===== src/hw/sddma_fifo.sv =====
// Holds no logic: the output FIFO module sits with the channel logic in sddma_top.sv


===== src/hw/sddma_pkg.sv =====
// Package: register map, fields, reset values and carriers for the sound DMA channel
package sddma_pkg;
  localparam logic [11:0] SDDMA_OFF_CUR_A = 12'h180;
  localparam logic [11:0] SDDMA_OFF_END_A = 12'h184;
  localparam logic [11:0] SDDMA_OFF_CUR_B = 12'h188;
  localparam logic [11:0] SDDMA_OFF_END_B = 12'h18C;
  localparam logic [11:0] SDDMA_OFF_CTRL = 12'h190;
  localparam logic [11:0] SDDMA_OFF_STATE = 12'h194;
  localparam int SDDMA_ADDR_W = 12;
  localparam int SDDMA_PTR_HI = 28;
  localparam int SDDMA_PAGE_LO = 12;
  localparam int SDDMA_OFS_HI = 11;
  localparam int SDDMA_OFS_LO = 4;
  localparam int SDDMA_STOP_BIT = 31;
  localparam int SDDMA_LAST_BIT = 30;
  localparam int SDDMA_CLR_BIT = 7;
  localparam int SDDMA_EN_BIT = 5;
  localparam logic [4:0] SDDMA_CTRL_CONST = 5'h10;
  localparam logic [24:0] SDDMA_QUAD_STEP = 25'h0000001;
  localparam logic [2:0] SDDMA_STATE_RESET = 3'h6;
  localparam int SDDMA_FIFO_DEPTH = 4;
  localparam int SDDMA_QUAD_W = 128;
  localparam logic [1:0] SDDMA_RESP_OKAY = 2'h0;
  localparam logic [1:0] SDDMA_RESP_SLVERR = 2'h2;

  // Buffer pair: pointer in quad-word units plus end fields
  typedef struct packed {
    logic [24:0] ptr;
    logic [7:0] end_ofs;
    logic stop;
    logic last;
    logic fresh;
  } sddma_pair_type;

  typedef struct packed {
    logic overrun;
    logic irq;
    logic buf_b;
  } sddma_state_type;

  typedef enum logic [1:0] {
    SDDMA_IDLE = 2'b00,
    SDDMA_REQ = 2'b01,
    SDDMA_WAIT = 2'b10,
    SDDMA_HALT = 2'b11
  } sddma_fsm_type;
endpackage


===== src/hw/sddma_top.sv =====
// Sound DMA double-buffer channel: AXI4-Lite registers, fetch engine, output FIFO
// Operation
// Current-pointer write takes page from bits 28:12, offset from 11:4.
// Each completed fetch advances the active pointer by sixteen bytes.
// Current-pointer read gives location in 28:4, zeros below.
// End register holds final quad-word offset in bits 11:4.
// Stop bit set halts channel at buffer end; clear keeps going.
// Last bit set marks the final quad-word transfer of the buffer.
// Software keeps last clear except for single-transfer initialisation.
// End register read returns bits 31, 30, 11:4 written, zeros below.
// Pair B behaves like pair A, enabling double buffering.
// Control bit 7 write forces overrun with interrupt; self-clears, reads zero.
// Control bit 5 enables channel, reads back, resets to zero.
// Control reads bit 6 zero and bits 4:0 as 10000.
// Only clear and enable bits of control are writable.
// Read-only three-bit state: overrun, interrupt, active buffer; resets 110.
// At end without stop, switch pairs, raise interrupt, flag overrun if stale.
// Fetch only while enabled; pass quad words on in fetch order.
//
// Local design decision: the AXI4-Lite interface to the registers.
`timescale 1ns/1ns
module sddma_top
  import sddma_pkg::*;
(
  // Clock and reset
  input wire logic aclk,
  input wire logic aresetn,
  // AXI4-Lite write address
  input wire logic [SDDMA_ADDR_W-1:0] s_axi_awaddr,
  input wire logic s_axi_awvalid,
  output logic s_axi_awready,
  // AXI4-Lite write data
  input wire logic [31:0] s_axi_wdata,
  input wire logic [3:0] s_axi_wstrb,
  input wire logic s_axi_wvalid,
  output logic s_axi_wready,
  // AXI4-Lite write response
  output logic [1:0] s_axi_bresp,
  output logic s_axi_bvalid,
  input wire logic s_axi_bready,
  // AXI4-Lite read address
  input wire logic [SDDMA_ADDR_W-1:0] s_axi_araddr,
  input wire logic s_axi_arvalid,
  output logic s_axi_arready,
  // AXI4-Lite read data
  output logic [31:0] s_axi_rdata,
  output logic [1:0] s_axi_rresp,
  output logic s_axi_rvalid,
  input wire logic s_axi_rready,
  // Memory read request
  output logic mem_req_valid,
  input wire logic mem_req_ready,
  output logic [28:0] mem_req_addr,
  // Memory read data
  input wire logic mem_rsp_valid,
  input wire logic [SDDMA_QUAD_W-1:0] mem_rsp_data,
  // Sound output stream
  output logic snd_valid,
  input wire logic snd_ready,
  output logic [SDDMA_QUAD_W-1:0] snd_data,
  // Channel status
  output logic snd_irq,
  output logic snd_last
);
  // Write channel capture
  logic aw_held, w_held, next_aw_held, next_w_held;
  logic [SDDMA_ADDR_W-1:0] aw_addr, next_aw_addr;
  logic [31:0] w_data, next_w_data;
  logic [3:0] w_strb, next_w_strb;
  logic bvalid, next_bvalid;
  logic [1:0] bresp, next_bresp;
  logic rvalid, next_rvalid;
  logic [1:0] rresp, next_rresp;
  logic [31:0] rdata, next_rdata;
  logic wr_fire;
  logic wr_hit;

  // Channel state
  sddma_pair_type pair_a, pair_b, next_pair_a, next_pair_b;
  sddma_state_type st, next_st;
  logic enable, next_enable;
  sddma_fsm_type fsm, next_fsm;
  logic last_out, next_last_out;
  logic fifo_in_ready;
  logic [28:0] req_addr, next_req_addr;

  assign s_axi_awready = !aw_held && !bvalid;
  assign s_axi_wready = !w_held && !bvalid;
  assign s_axi_bvalid = bvalid;
  assign s_axi_bresp = bresp;
  assign s_axi_arready = !rvalid;
  assign s_axi_rvalid = rvalid;
  assign s_axi_rdata = rdata;
  assign s_axi_rresp = rresp;
  assign wr_fire = aw_held && w_held && !bvalid;

  function automatic logic [31:0] cur_word(input sddma_pair_type p);
    // location read back
    cur_word = {3'b000, p.ptr, 4'h0};
  endfunction

  function automatic logic [31:0] end_word(input sddma_pair_type p);
    // end read back
    end_word = {p.stop, p.last, 18'h00000, p.end_ofs, 4'h0};
  endfunction

  // Register write path
  always_comb begin
    next_aw_held = aw_held;
    next_w_held = w_held;
    next_aw_addr = aw_addr;
    next_w_data = w_data;
    next_w_strb = w_strb;
    next_bvalid = bvalid;
    next_bresp = bresp;
    wr_hit = 1'b0;
    if (s_axi_awvalid && s_axi_awready) begin
      next_aw_held = 1'b1;
      next_aw_addr = s_axi_awaddr;
    end
    if (s_axi_wvalid && s_axi_wready) begin
      next_w_held = 1'b1;
      next_w_data = s_axi_wdata;
      next_w_strb = s_axi_wstrb;
    end
    if (wr_fire) begin
      next_aw_held = 1'b0;
      next_w_held = 1'b0;
      next_bvalid = 1'b1;
      wr_hit = (aw_addr[SDDMA_ADDR_W-1:2] >= SDDMA_OFF_CUR_A[SDDMA_ADDR_W-1:2])
        && (aw_addr[SDDMA_ADDR_W-1:2] <= SDDMA_OFF_STATE[SDDMA_ADDR_W-1:2]);
      next_bresp = wr_hit ? SDDMA_RESP_OKAY : SDDMA_RESP_SLVERR;
    end else if (bvalid && s_axi_bready) begin
      next_bvalid = 1'b0;
    end
  end

  // Register read path
  always_comb begin
    next_rvalid = rvalid;
    next_rdata = rdata;
    next_rresp = rresp;
    if (s_axi_arvalid && s_axi_arready) begin
      next_rvalid = 1'b1;
      next_rresp = SDDMA_RESP_OKAY;
      case ({s_axi_araddr[SDDMA_ADDR_W-1:2], 2'b00})
        SDDMA_OFF_CUR_A: next_rdata = cur_word(pair_a);
        SDDMA_OFF_END_A: next_rdata = end_word(pair_a);
        SDDMA_OFF_CUR_B: next_rdata = cur_word(pair_b);
        SDDMA_OFF_END_B: next_rdata = end_word(pair_b);
        // fixed pattern and zero bits
        SDDMA_OFF_CTRL: next_rdata = {24'h000000, 2'b00, enable, SDDMA_CTRL_CONST};
        // state read-only
        SDDMA_OFF_STATE: next_rdata = {29'h00000000, st};
        default: begin
          next_rdata = 32'h00000000;
          next_rresp = SDDMA_RESP_SLVERR;
        end
      endcase
    end else if (rvalid && s_axi_rready) begin
      next_rvalid = 1'b0;
    end
  end

  // Fetch engine and register updates
  always_comb begin
    sddma_pair_type act;
    logic at_end;
    logic fetch_done;
    logic raise;
    act = st.buf_b ? pair_b : pair_a;
    at_end = (act.ptr[7:0] == act.end_ofs);
    fetch_done = mem_rsp_valid && (fsm == SDDMA_WAIT);
    raise = 1'b0;
    next_pair_a = pair_a;
    next_pair_b = pair_b;
    next_st = st;
    next_enable = enable;
    next_fsm = fsm;
    next_last_out = last_out;
    next_req_addr = req_addr;
    case (fsm)
      // fetch only while enabled
      SDDMA_IDLE: if (enable && fifo_in_ready) begin
        next_fsm = SDDMA_REQ;
        // Address latched so the request stands unchanged
        next_req_addr = {act.ptr, 4'h0};
      end
      SDDMA_REQ: if (mem_req_ready) next_fsm = SDDMA_WAIT;
      SDDMA_WAIT: if (mem_rsp_valid) next_fsm = SDDMA_IDLE;
      SDDMA_HALT: if (!enable) next_fsm = SDDMA_IDLE;
      default: next_fsm = SDDMA_IDLE;
    endcase
    // Completed fetch: end test, switch, advance
    if (fetch_done) begin
      next_last_out = act.last;
      // last transfer ends the buffer at once
      if (at_end || act.last) begin
        // stop at end
        if (act.stop || act.last) begin
          next_fsm = SDDMA_HALT;
        end else begin
          // switch and interrupt
          raise = 1'b1;
          next_st.buf_b = !st.buf_b;
          next_st.irq = 1'b1;
          next_st.overrun = st.overrun || (st.buf_b ? !pair_a.fresh : !pair_b.fresh);
        end
        if (st.buf_b) next_pair_b.fresh = 1'b0;
        else next_pair_a.fresh = 1'b0;
      end
      // advance by one quad word
      if (st.buf_b) next_pair_b.ptr = pair_b.ptr + SDDMA_QUAD_STEP;
      else next_pair_a.ptr = pair_a.ptr + SDDMA_QUAD_STEP;
    end
    if (wr_fire) begin
      // both pairs share one write form
      case ({aw_addr[SDDMA_ADDR_W-1:2], 2'b00})
        SDDMA_OFF_CUR_A: if (w_strb == 4'hF) begin
          // page and offset
          next_pair_a.ptr = w_data[SDDMA_PTR_HI:SDDMA_OFS_LO];
          next_pair_a.fresh = 1'b1;
          // reprogramming acknowledges; new interrupt wins
          if (!raise) begin
            next_st.irq = 1'b0;
            next_st.overrun = 1'b0;
          end
        end
        SDDMA_OFF_CUR_B: if (w_strb == 4'hF) begin
          // same as pair A
          next_pair_b.ptr = w_data[SDDMA_PTR_HI:SDDMA_OFS_LO];
          next_pair_b.fresh = 1'b1;
          if (!raise) begin
            next_st.irq = 1'b0;
            next_st.overrun = 1'b0;
          end
        end
        SDDMA_OFF_END_A: if (w_strb == 4'hF) begin
          // end offset stored
          next_pair_a.end_ofs = w_data[SDDMA_OFS_HI:SDDMA_OFS_LO];
          next_pair_a.stop = w_data[SDDMA_STOP_BIT];
          next_pair_a.last = w_data[SDDMA_LAST_BIT];
        end
        SDDMA_OFF_END_B: if (w_strb == 4'hF) begin
          next_pair_b.end_ofs = w_data[SDDMA_OFS_HI:SDDMA_OFS_LO];
          next_pair_b.stop = w_data[SDDMA_STOP_BIT];
          next_pair_b.last = w_data[SDDMA_LAST_BIT];
        end
        SDDMA_OFF_CTRL: if (w_strb[0]) begin
          // only enable stored
          // enable bit
          next_enable = w_data[SDDMA_EN_BIT];
          // clear forces overrun and interrupt
          if (w_data[SDDMA_CLR_BIT]) begin
            next_st.overrun = 1'b1;
            next_st.irq = 1'b1;
          end
        end
        default: next_enable = enable;
      endcase
    end
  end

  always_ff @(posedge aclk) begin
    if (!aresetn) begin
      aw_held <= 1'b0;
      w_held <= 1'b0;
      aw_addr <= '0;
      w_data <= 32'h00000000;
      w_strb <= 4'h0;
      bvalid <= 1'b0;
      bresp <= SDDMA_RESP_OKAY;
      rvalid <= 1'b0;
      rdata <= 32'h00000000;
      rresp <= SDDMA_RESP_OKAY;
      pair_a <= '0;
      pair_b <= '0;
      // reset state 110
      st <= SDDMA_STATE_RESET;
      enable <= 1'b0;
      fsm <= SDDMA_IDLE;
      last_out <= 1'b0;
      req_addr <= '0;
    end else begin
      aw_held <= next_aw_held;
      w_held <= next_w_held;
      aw_addr <= next_aw_addr;
      w_data <= next_w_data;
      w_strb <= next_w_strb;
      bvalid <= next_bvalid;
      bresp <= next_bresp;
      rvalid <= next_rvalid;
      rdata <= next_rdata;
      rresp <= next_rresp;
      pair_a <= next_pair_a;
      pair_b <= next_pair_b;
      st <= next_st;
      enable <= next_enable;
      fsm <= next_fsm;
      last_out <= next_last_out;
      req_addr <= next_req_addr;
    end
  end

  assign mem_req_valid = (fsm == SDDMA_REQ);
  assign mem_req_addr = req_addr;
  assign snd_irq = st.irq;
  assign snd_last = last_out;

  // fetched quad words kept in order
  sddma_fifo #(
    .WIDTH(SDDMA_QUAD_W),
    .DEPTH(SDDMA_FIFO_DEPTH)
  ) sddma_fifo_inst (
    .aclk(aclk),
    .aresetn(aresetn),
    .in_valid(mem_rsp_valid && (fsm == SDDMA_WAIT)),
    .in_ready(fifo_in_ready),
    .in_data(mem_rsp_data),
    .out_valid(snd_valid),
    .out_ready(snd_ready),
    .out_data(snd_data)
  );
endmodule

// Output FIFO: fetched quad words leave in arrival order
module sddma_fifo #(
  parameter int WIDTH = 128,
  parameter int DEPTH = 4
) (
  // Clock and reset
  input wire logic aclk,
  input wire logic aresetn,
  // Fill side
  input wire logic in_valid,
  output logic in_ready,
  input wire logic [WIDTH-1:0] in_data,
  // Drain side
  output logic out_valid,
  input wire logic out_ready,
  output logic [WIDTH-1:0] out_data
);
  localparam int AW = $clog2(DEPTH);
  logic [WIDTH-1:0] mem [DEPTH];
  logic [AW-1:0] wptr, rptr, next_wptr, next_rptr;
  logic [AW:0] count, next_count;
  logic push, pop;

  assign in_ready = (count != (AW+1)'(DEPTH));
  assign out_valid = (count != '0);
  assign out_data = mem[rptr];
  assign push = in_valid && in_ready;
  assign pop = out_valid && out_ready;

  // Pointers wrap at the last entry
  always_comb begin
    next_wptr = push ? ((wptr == AW'(DEPTH-1)) ? '0 : wptr + 1'b1) : wptr;
    next_rptr = pop ? ((rptr == AW'(DEPTH-1)) ? '0 : rptr + 1'b1) : rptr;
    next_count = count + (AW+1)'(push) - (AW+1)'(pop);
  end

  always_ff @(posedge aclk) begin
    if (!aresetn) begin
      wptr <= '0;
      rptr <= '0;
      count <= '0;
    end else begin
      wptr <= next_wptr;
      rptr <= next_rptr;
      count <= next_count;
    end
  end

  always_ff @(posedge aclk) begin
    if (push) begin
      mem[wptr] <= in_data;
    end
  end
endmodule


===== config.mk =====
export PLATFORM = sky130hd
export DESIGN_NAME = sddma_top
export DESIGN_NICKNAME = d
export VERILOG_FILES = /design/src/hw/sddma_fifo.sv /design/src/hw/sddma_pkg.sv /design/src/hw/sddma_top.sv
export SDC_FILE = /design/constraint.sdc
export NUM_CORES = 1
export LEC_CHECK = 0
export BUFFER_PORTS_ARGS = -buffer_cell sky130_fd_sc_hd__buf_2
export CAP_MARGIN = 20
export CORE_ASPECT_RATIO = 2
export CORE_UTILIZATION = 49
export CTS_BUF_LIST = sky130_fd_sc_hd__clkbuf_2 sky130_fd_sc_hd__clkbuf_4 sky130_fd_sc_hd__clkbuf_8
export DETAILED_ROUTE_END_ITERATION = 12
export HOLD_SLACK_MARGIN = 0.02
export PLACE_DENSITY = 0.77
export SYNTH_ARGS = -nofsm -noshare
export SYNTH_HDL_FRONTEND = slang
export SYNTH_SLANG_ARGS = --single-unit

===== constraint.sdc =====
create_clock -name aclk -period 9.09 [get_ports aclk]
set_input_delay 0.4545 -clock aclk [delete_from_list [all_inputs] [get_ports aclk]]
set_output_delay 0.4545 -clock aclk [all_outputs]
set_load 0.02 [all_outputs]

After elaboration in Yosys (flattened, before gate mapping). Memory sizes are Yosys's and may differ from the RTL's. A register that Yosys moved wholly into a read port is not among the register bits. Cells that the tools add are included.

Add/subtract/negate cells: 6. $lt $le $gt $ge: 2. Eq/ne operators: 19. Multiplexer cells: 59. Bitwise operators: 2. Reduce and logical (&&, ||, !) cells: 36.

Operators with widths (number): 2-to-1 mux 25 bit (8); one-hot mux 32 bit (6 select lines) (1); == test 10 x 7 -> 1 bit (second input constant) (11); 2-to-1 mux 36 bit (3); adder 25 x 1 -> 25 bit (second input constant) (2); 2-to-1 mux 10 bit (4); 2-to-1 mux 2 bit (18); 2-to-1 mux 1 bit (20); logical AND 1 bit (14); AND reduction 3 bit (4); >= comparator 10 x 7 -> 1 bit (second input constant) (1); <= comparator 10 x 7 -> 1 bit (second input constant) (1); 2-to-1 mux 3 bit (3); == test 2 bit (second input constant) (4); == test 8 bit (1); one-hot mux 2 bit (4 select lines) (1); zero test 1 bit (7); OR reduction 6 bit (1); adder 2 x 1 -> 2 bit (second input constant) (2); == test 4 bit (second input constant) (1); one-hot mux 2 bit (2 select lines) (1); nonzero test 2 bit (2); OR reduction 2 bit (2); adder 3 x 1 -> 3 bit (1); 8 further kinds (11).

Register bits: 199. Bits in writable memories: 512. Input bits: 198. Output and inout bits: 202. Memories: 1.

Memory list: sddma_fifo_inst.mem (words 4, bits a word 128, read ports 1, clocked after Yosys merged registers in 1, write ports 1, line sddma_top.sv:344) `logic [WIDTH-1:0] mem [DEPTH];`.

Logic depth before layout (Yosys ltp).
Depth in word-level cells: 10. Gate-level depth with buffers: 11. Depth with buffers taken out: 11.

Modules after synthesis. Synthesis repeated with hierarchy kept, for this count alone.

Cell total of the unflattened synthesis: 1702. Area, all modules: 27313.7 µm².

Modules (own cells, without submodules): sddma_fifo (instances 1, cells each 720, area each 18910.6 µm²); sddma_top (instances 1, cells each 982, area each 8403.1 µm²).

Least setup slack after synthesis. Ideal clock, no wire load.

Kind: input to register. Start: input mem_rsp_valid. End: memory sddma_fifo_inst.mem[0][0], enable pin. Setup time: 502 ps. Arrival time: 3953 ps. Slack: 4635 ps. Stages on the path: 3. Path through: nand3b_1 > a21oi_1 > and2_1.

Word-level cells in the longest chain between the ends: 4.

Ends and longest elaborated chain: from (decl) (line sddma_top.sv:55) `input wire logic mem_rsp_valid,`; logical AND 1 bit (line sddma_top.sv:317) `.in_valid(mem_rsp_valid && (fsm == SDDMA_WAIT)),`; logical AND 1 bit (line sddma_top.sv:352) `assign push = in_valid && in_ready;`; named net sddma_fifo_inst.push (line sddma_top.sv:347) `logic push, pop;`; 2-to-1 mux 1 bit (line sddma_top.sv:375) `if (push) begin`; 2-to-1 mux 1 bit (not written as such) (line sddma_top.sv:376) `mem[wptr] <= in_data;`; to (decl) (line sddma_top.sv:344).

The timed path passes the listed nets, and every way through them passes these cells.

==> results.ini <==
[synthesis]
ys_seq_area_share_pct = 70.5
syn_inst = 1689
synth_area_leaders = edfxtp_1 56%, dfxtp_1 14%, mux4_2 11%
synth_edf_count = 512
synth_top_family_by_area = multiplexers
synth_top_area_share_pct = 56.5
synth_area_mm2 = 0.0272
synthSimpleGateAreaFrac_pct = 6.47
synth_fa_ha_area_share_pct = 0.487
synth_mux_area_share_pct = 13.7
syn_area_per_cell_um2 = 16.1
synthXorXnorAreaFrac_pct = 2.12
synth_compound_gate_area_share_pct = 4.76
synth_warnings = 0
synth-seq-cells = 702
synth.largest_area_cell = edfxtp_1
ys_top_cells_by_count = 512 x edfxtp_1, 190 x dfxtp_1, 135 x mux4_2, 135 x nand2_1, 100 x a21oi_1
synth_cell_type_count = 65
async_flop_share_pct = 0
synth_most_common_cell = edfxtp_1
ys.flop_type = edfxtp_1

[worst_setup_path]
critical_path_required_ns = 8.64
startpoint_type = flop
worstRegToRegCells = 5
worstPathArrival_ns = 3.37
endpoint_kind = output port
path_class = flop to output port
critPathMaxFanout = 45

[sta]
setup_violations = 0
hold_viol_final = 0
skew_ns = 0.0444
clock.fmax_mhz = 262
worst_slack_ns = 5.27
max_slew_margin_pct = 19.8
fin_crit_sh_pct = 42.0
tightestPinTransition_ns = 1.19
period_minus_slack_ns = 3.82
rsz0062_at_grt = false
tns_ns = 0
drv_slew = 0

[job]
drv_cap = 0

[pwr]
internal_power_mw = 5.18
p_seq_share_pct = 50.1
powerDensity_mw_per_mm2 = 211
power_mw = 7.04
power_leakage_nw = 11.5
switching_power_mw = 1.86
swShare_pct = 26.4
clkPwrFrac_pct = 33.9
pwr-share-comb_pct = 16.0
ir_drop_mv = 0.148

[global_route]
grt_pass1_wl_um = 103000
grt_overflow = 0
grtUsageTotal_pct = 24.3
grt_max_degree = 80
antenna_found_initial = 9
grt_pass1_vias = 17953

[placement]
hpwl_um = 42900
gp_congestion = 0.927
port_buffers = 382
post-place-ws_ns = 5.49

[floorplan]
rows = 121
top_level_ports = 400
core_region_area_mm2 = 0.0547
die_y_um = 335
initial_utilization_pct = 49.8
die_x_um = 169
die_area_mm2 = 0.0566

[finish]
area_growth_pct = 22.7
layout.nets = 2467
fin_util_pct = 61.1
fillers = 3897
drive_above_1_share_pct = 30.9

[cts]
cts_inserted_buffers = 94
htree_levels = 3
clock_path_buffers = 3
root_buffer = clkbuf_8
clk_latency_ns = 0.70
clock_sinks = 702
cts_tree = yes
post_cts_resize_count = 0
clkSlewWorstSetupHoldPaths_ns = 0.06

[detailed_routing]
avgViaCountPerCell = 5.53
routed_wl_um = 68500
dr_total_vias = 17041
ant_nets = 0
dr.pass1.iters = 5
wl_per_cell_um = 22.2
drt_iter0_drc = 1119
drc_errors = 0

[outcome]
status = complete, no violations

[min_path]
hold_class = primary input to flop
worstHoldPathCells = 3

final cells by class:
type | count | area (um^2) | share of cell area (%)
Antenna cell | 10 | 25.0 | 0.0749
Timing Repair Buffer | 573 | 3770 | 11.3
Multi-Input combinational cell | 873 | 7550 | 22.6
Inverter | 15 | 57.6 | 0.172
Sequential cell | 702 | 19200 | 57.4
Clock buffer | 129 | 1600 | 4.79
Tap cell | 738 | 923 | 2.76
Clock inverter | 39 | 293 | 0.876
metrics by stage:
stage,hold slack [ns],area [um^2],std cells
after floorplan,0.436,27200,1696
after global placement,0.439,29800,2730
after CTS,0.0214,33400,3069
after detailed placement,0.439,29800,2731
final,0.0770,33400,3079
after global routing,0.0546,33400,3076
power groups by stage:
stage	Clock, mW	Combinational [mW]	Sequential, mW
finish	2.39	1.13	3.53
global route	2.55	1.20	3.53
CTS	2.42	1.13	3.53
detailed placement	0	1.06	3.60
global placement	0	1.05	3.60
floorplan	0	0.768	3.54
cells by family (layout without fill, tap and decap cells):
| kind of cell | Yosys count | in the layout |
|---|---|---|
| compound gates | 222 | 222 |
| simple gates | 363 | 363 |
| fa+ha+maj | 10 | 10 |
| xor+xnor | 66 | 66 |
| other cells | 1 | 18 |
| buf+inv | 121 | 756 |
| flops | 702 | 702 |
| mux | 204 | 204 |
path summary, 6_finish.rpt:
| check | start | slack, ns | end |
|---|---|---|---|
| setup / recovery | flop | 5.27 | snd_data[78] |
| hold reg to reg | s_axi_rdata[26] | 0.45 | s_axi_rdata[26] |
| setup reg to reg | fsm[1] | 5.73 | sddma_fifo_inst.mem[2][67] |
| hold / removal | s_axi_wstrb[0] | 0.08 | w_strb[0] |
timing repair:
action,4_1_cts,5_1_grt
setup endpoints to repair,0,0
setup buffers,0,0
endpoints found under the hold margin,554,0
hold buffers,170,0
flip-flops by register name, indices dropped and copies added (netlist names), 2 cells and up, named ones only:
| register | cells |
|---|---|
| pair_a | 36 |
| fsm | 2 |
| s_axi_rdata | 30 |
| sddma_fifo_inst.rptr | 2 |
| w_strb | 4 |
| sddma_fifo_inst.count | 3 |
| pair_b | 36 |
| mem_req_addr | 25 |
| st | 2 |
| aw_addr | 10 |
| sddma_fifo_inst.wptr | 2 |
| sddma_fifo_inst.mem | 512 |
| w_data | 27 |
layout by cell type (no fill, tap or decap), drive strengths merged, types with 4 or more instances in the layout:
master / instances
edfxtp: 512
buf: 403
dfxtp: 190
dlygate4sd3: 170
nand2: 135
mux4: 135
clkbuf: 129
a21oi: 100
nor2: 92
mux2i: 68
o21ai: 67
xnor2: 46
a211oi: 34
nand3: 33
clkinv: 31
xor2: 20
inv: 20
nand4: 18
nor3: 15
nor4: 11
diode: 10
and4: 10
ha: 9
conb: 8
and2: 8
and3: 7
nand3b: 5
nand2b: 4
a31oi: 4
per-layer routing:
metal / wire, um / global-route usage, %
met1: 24600 / 26.8
met3: 5200 / 5.45
met4: 3320 / 13.7
met2: 35400 / 42.9
met5: 13 / 0
critical path, stage by stage (launching register included):
cell and delay [ns]:
dfxtp_4 1.00, buf_4 0.84, mux4_2 0.62, buf_2 0.19
Note: power is estimated with default switching activity, not from simulation.
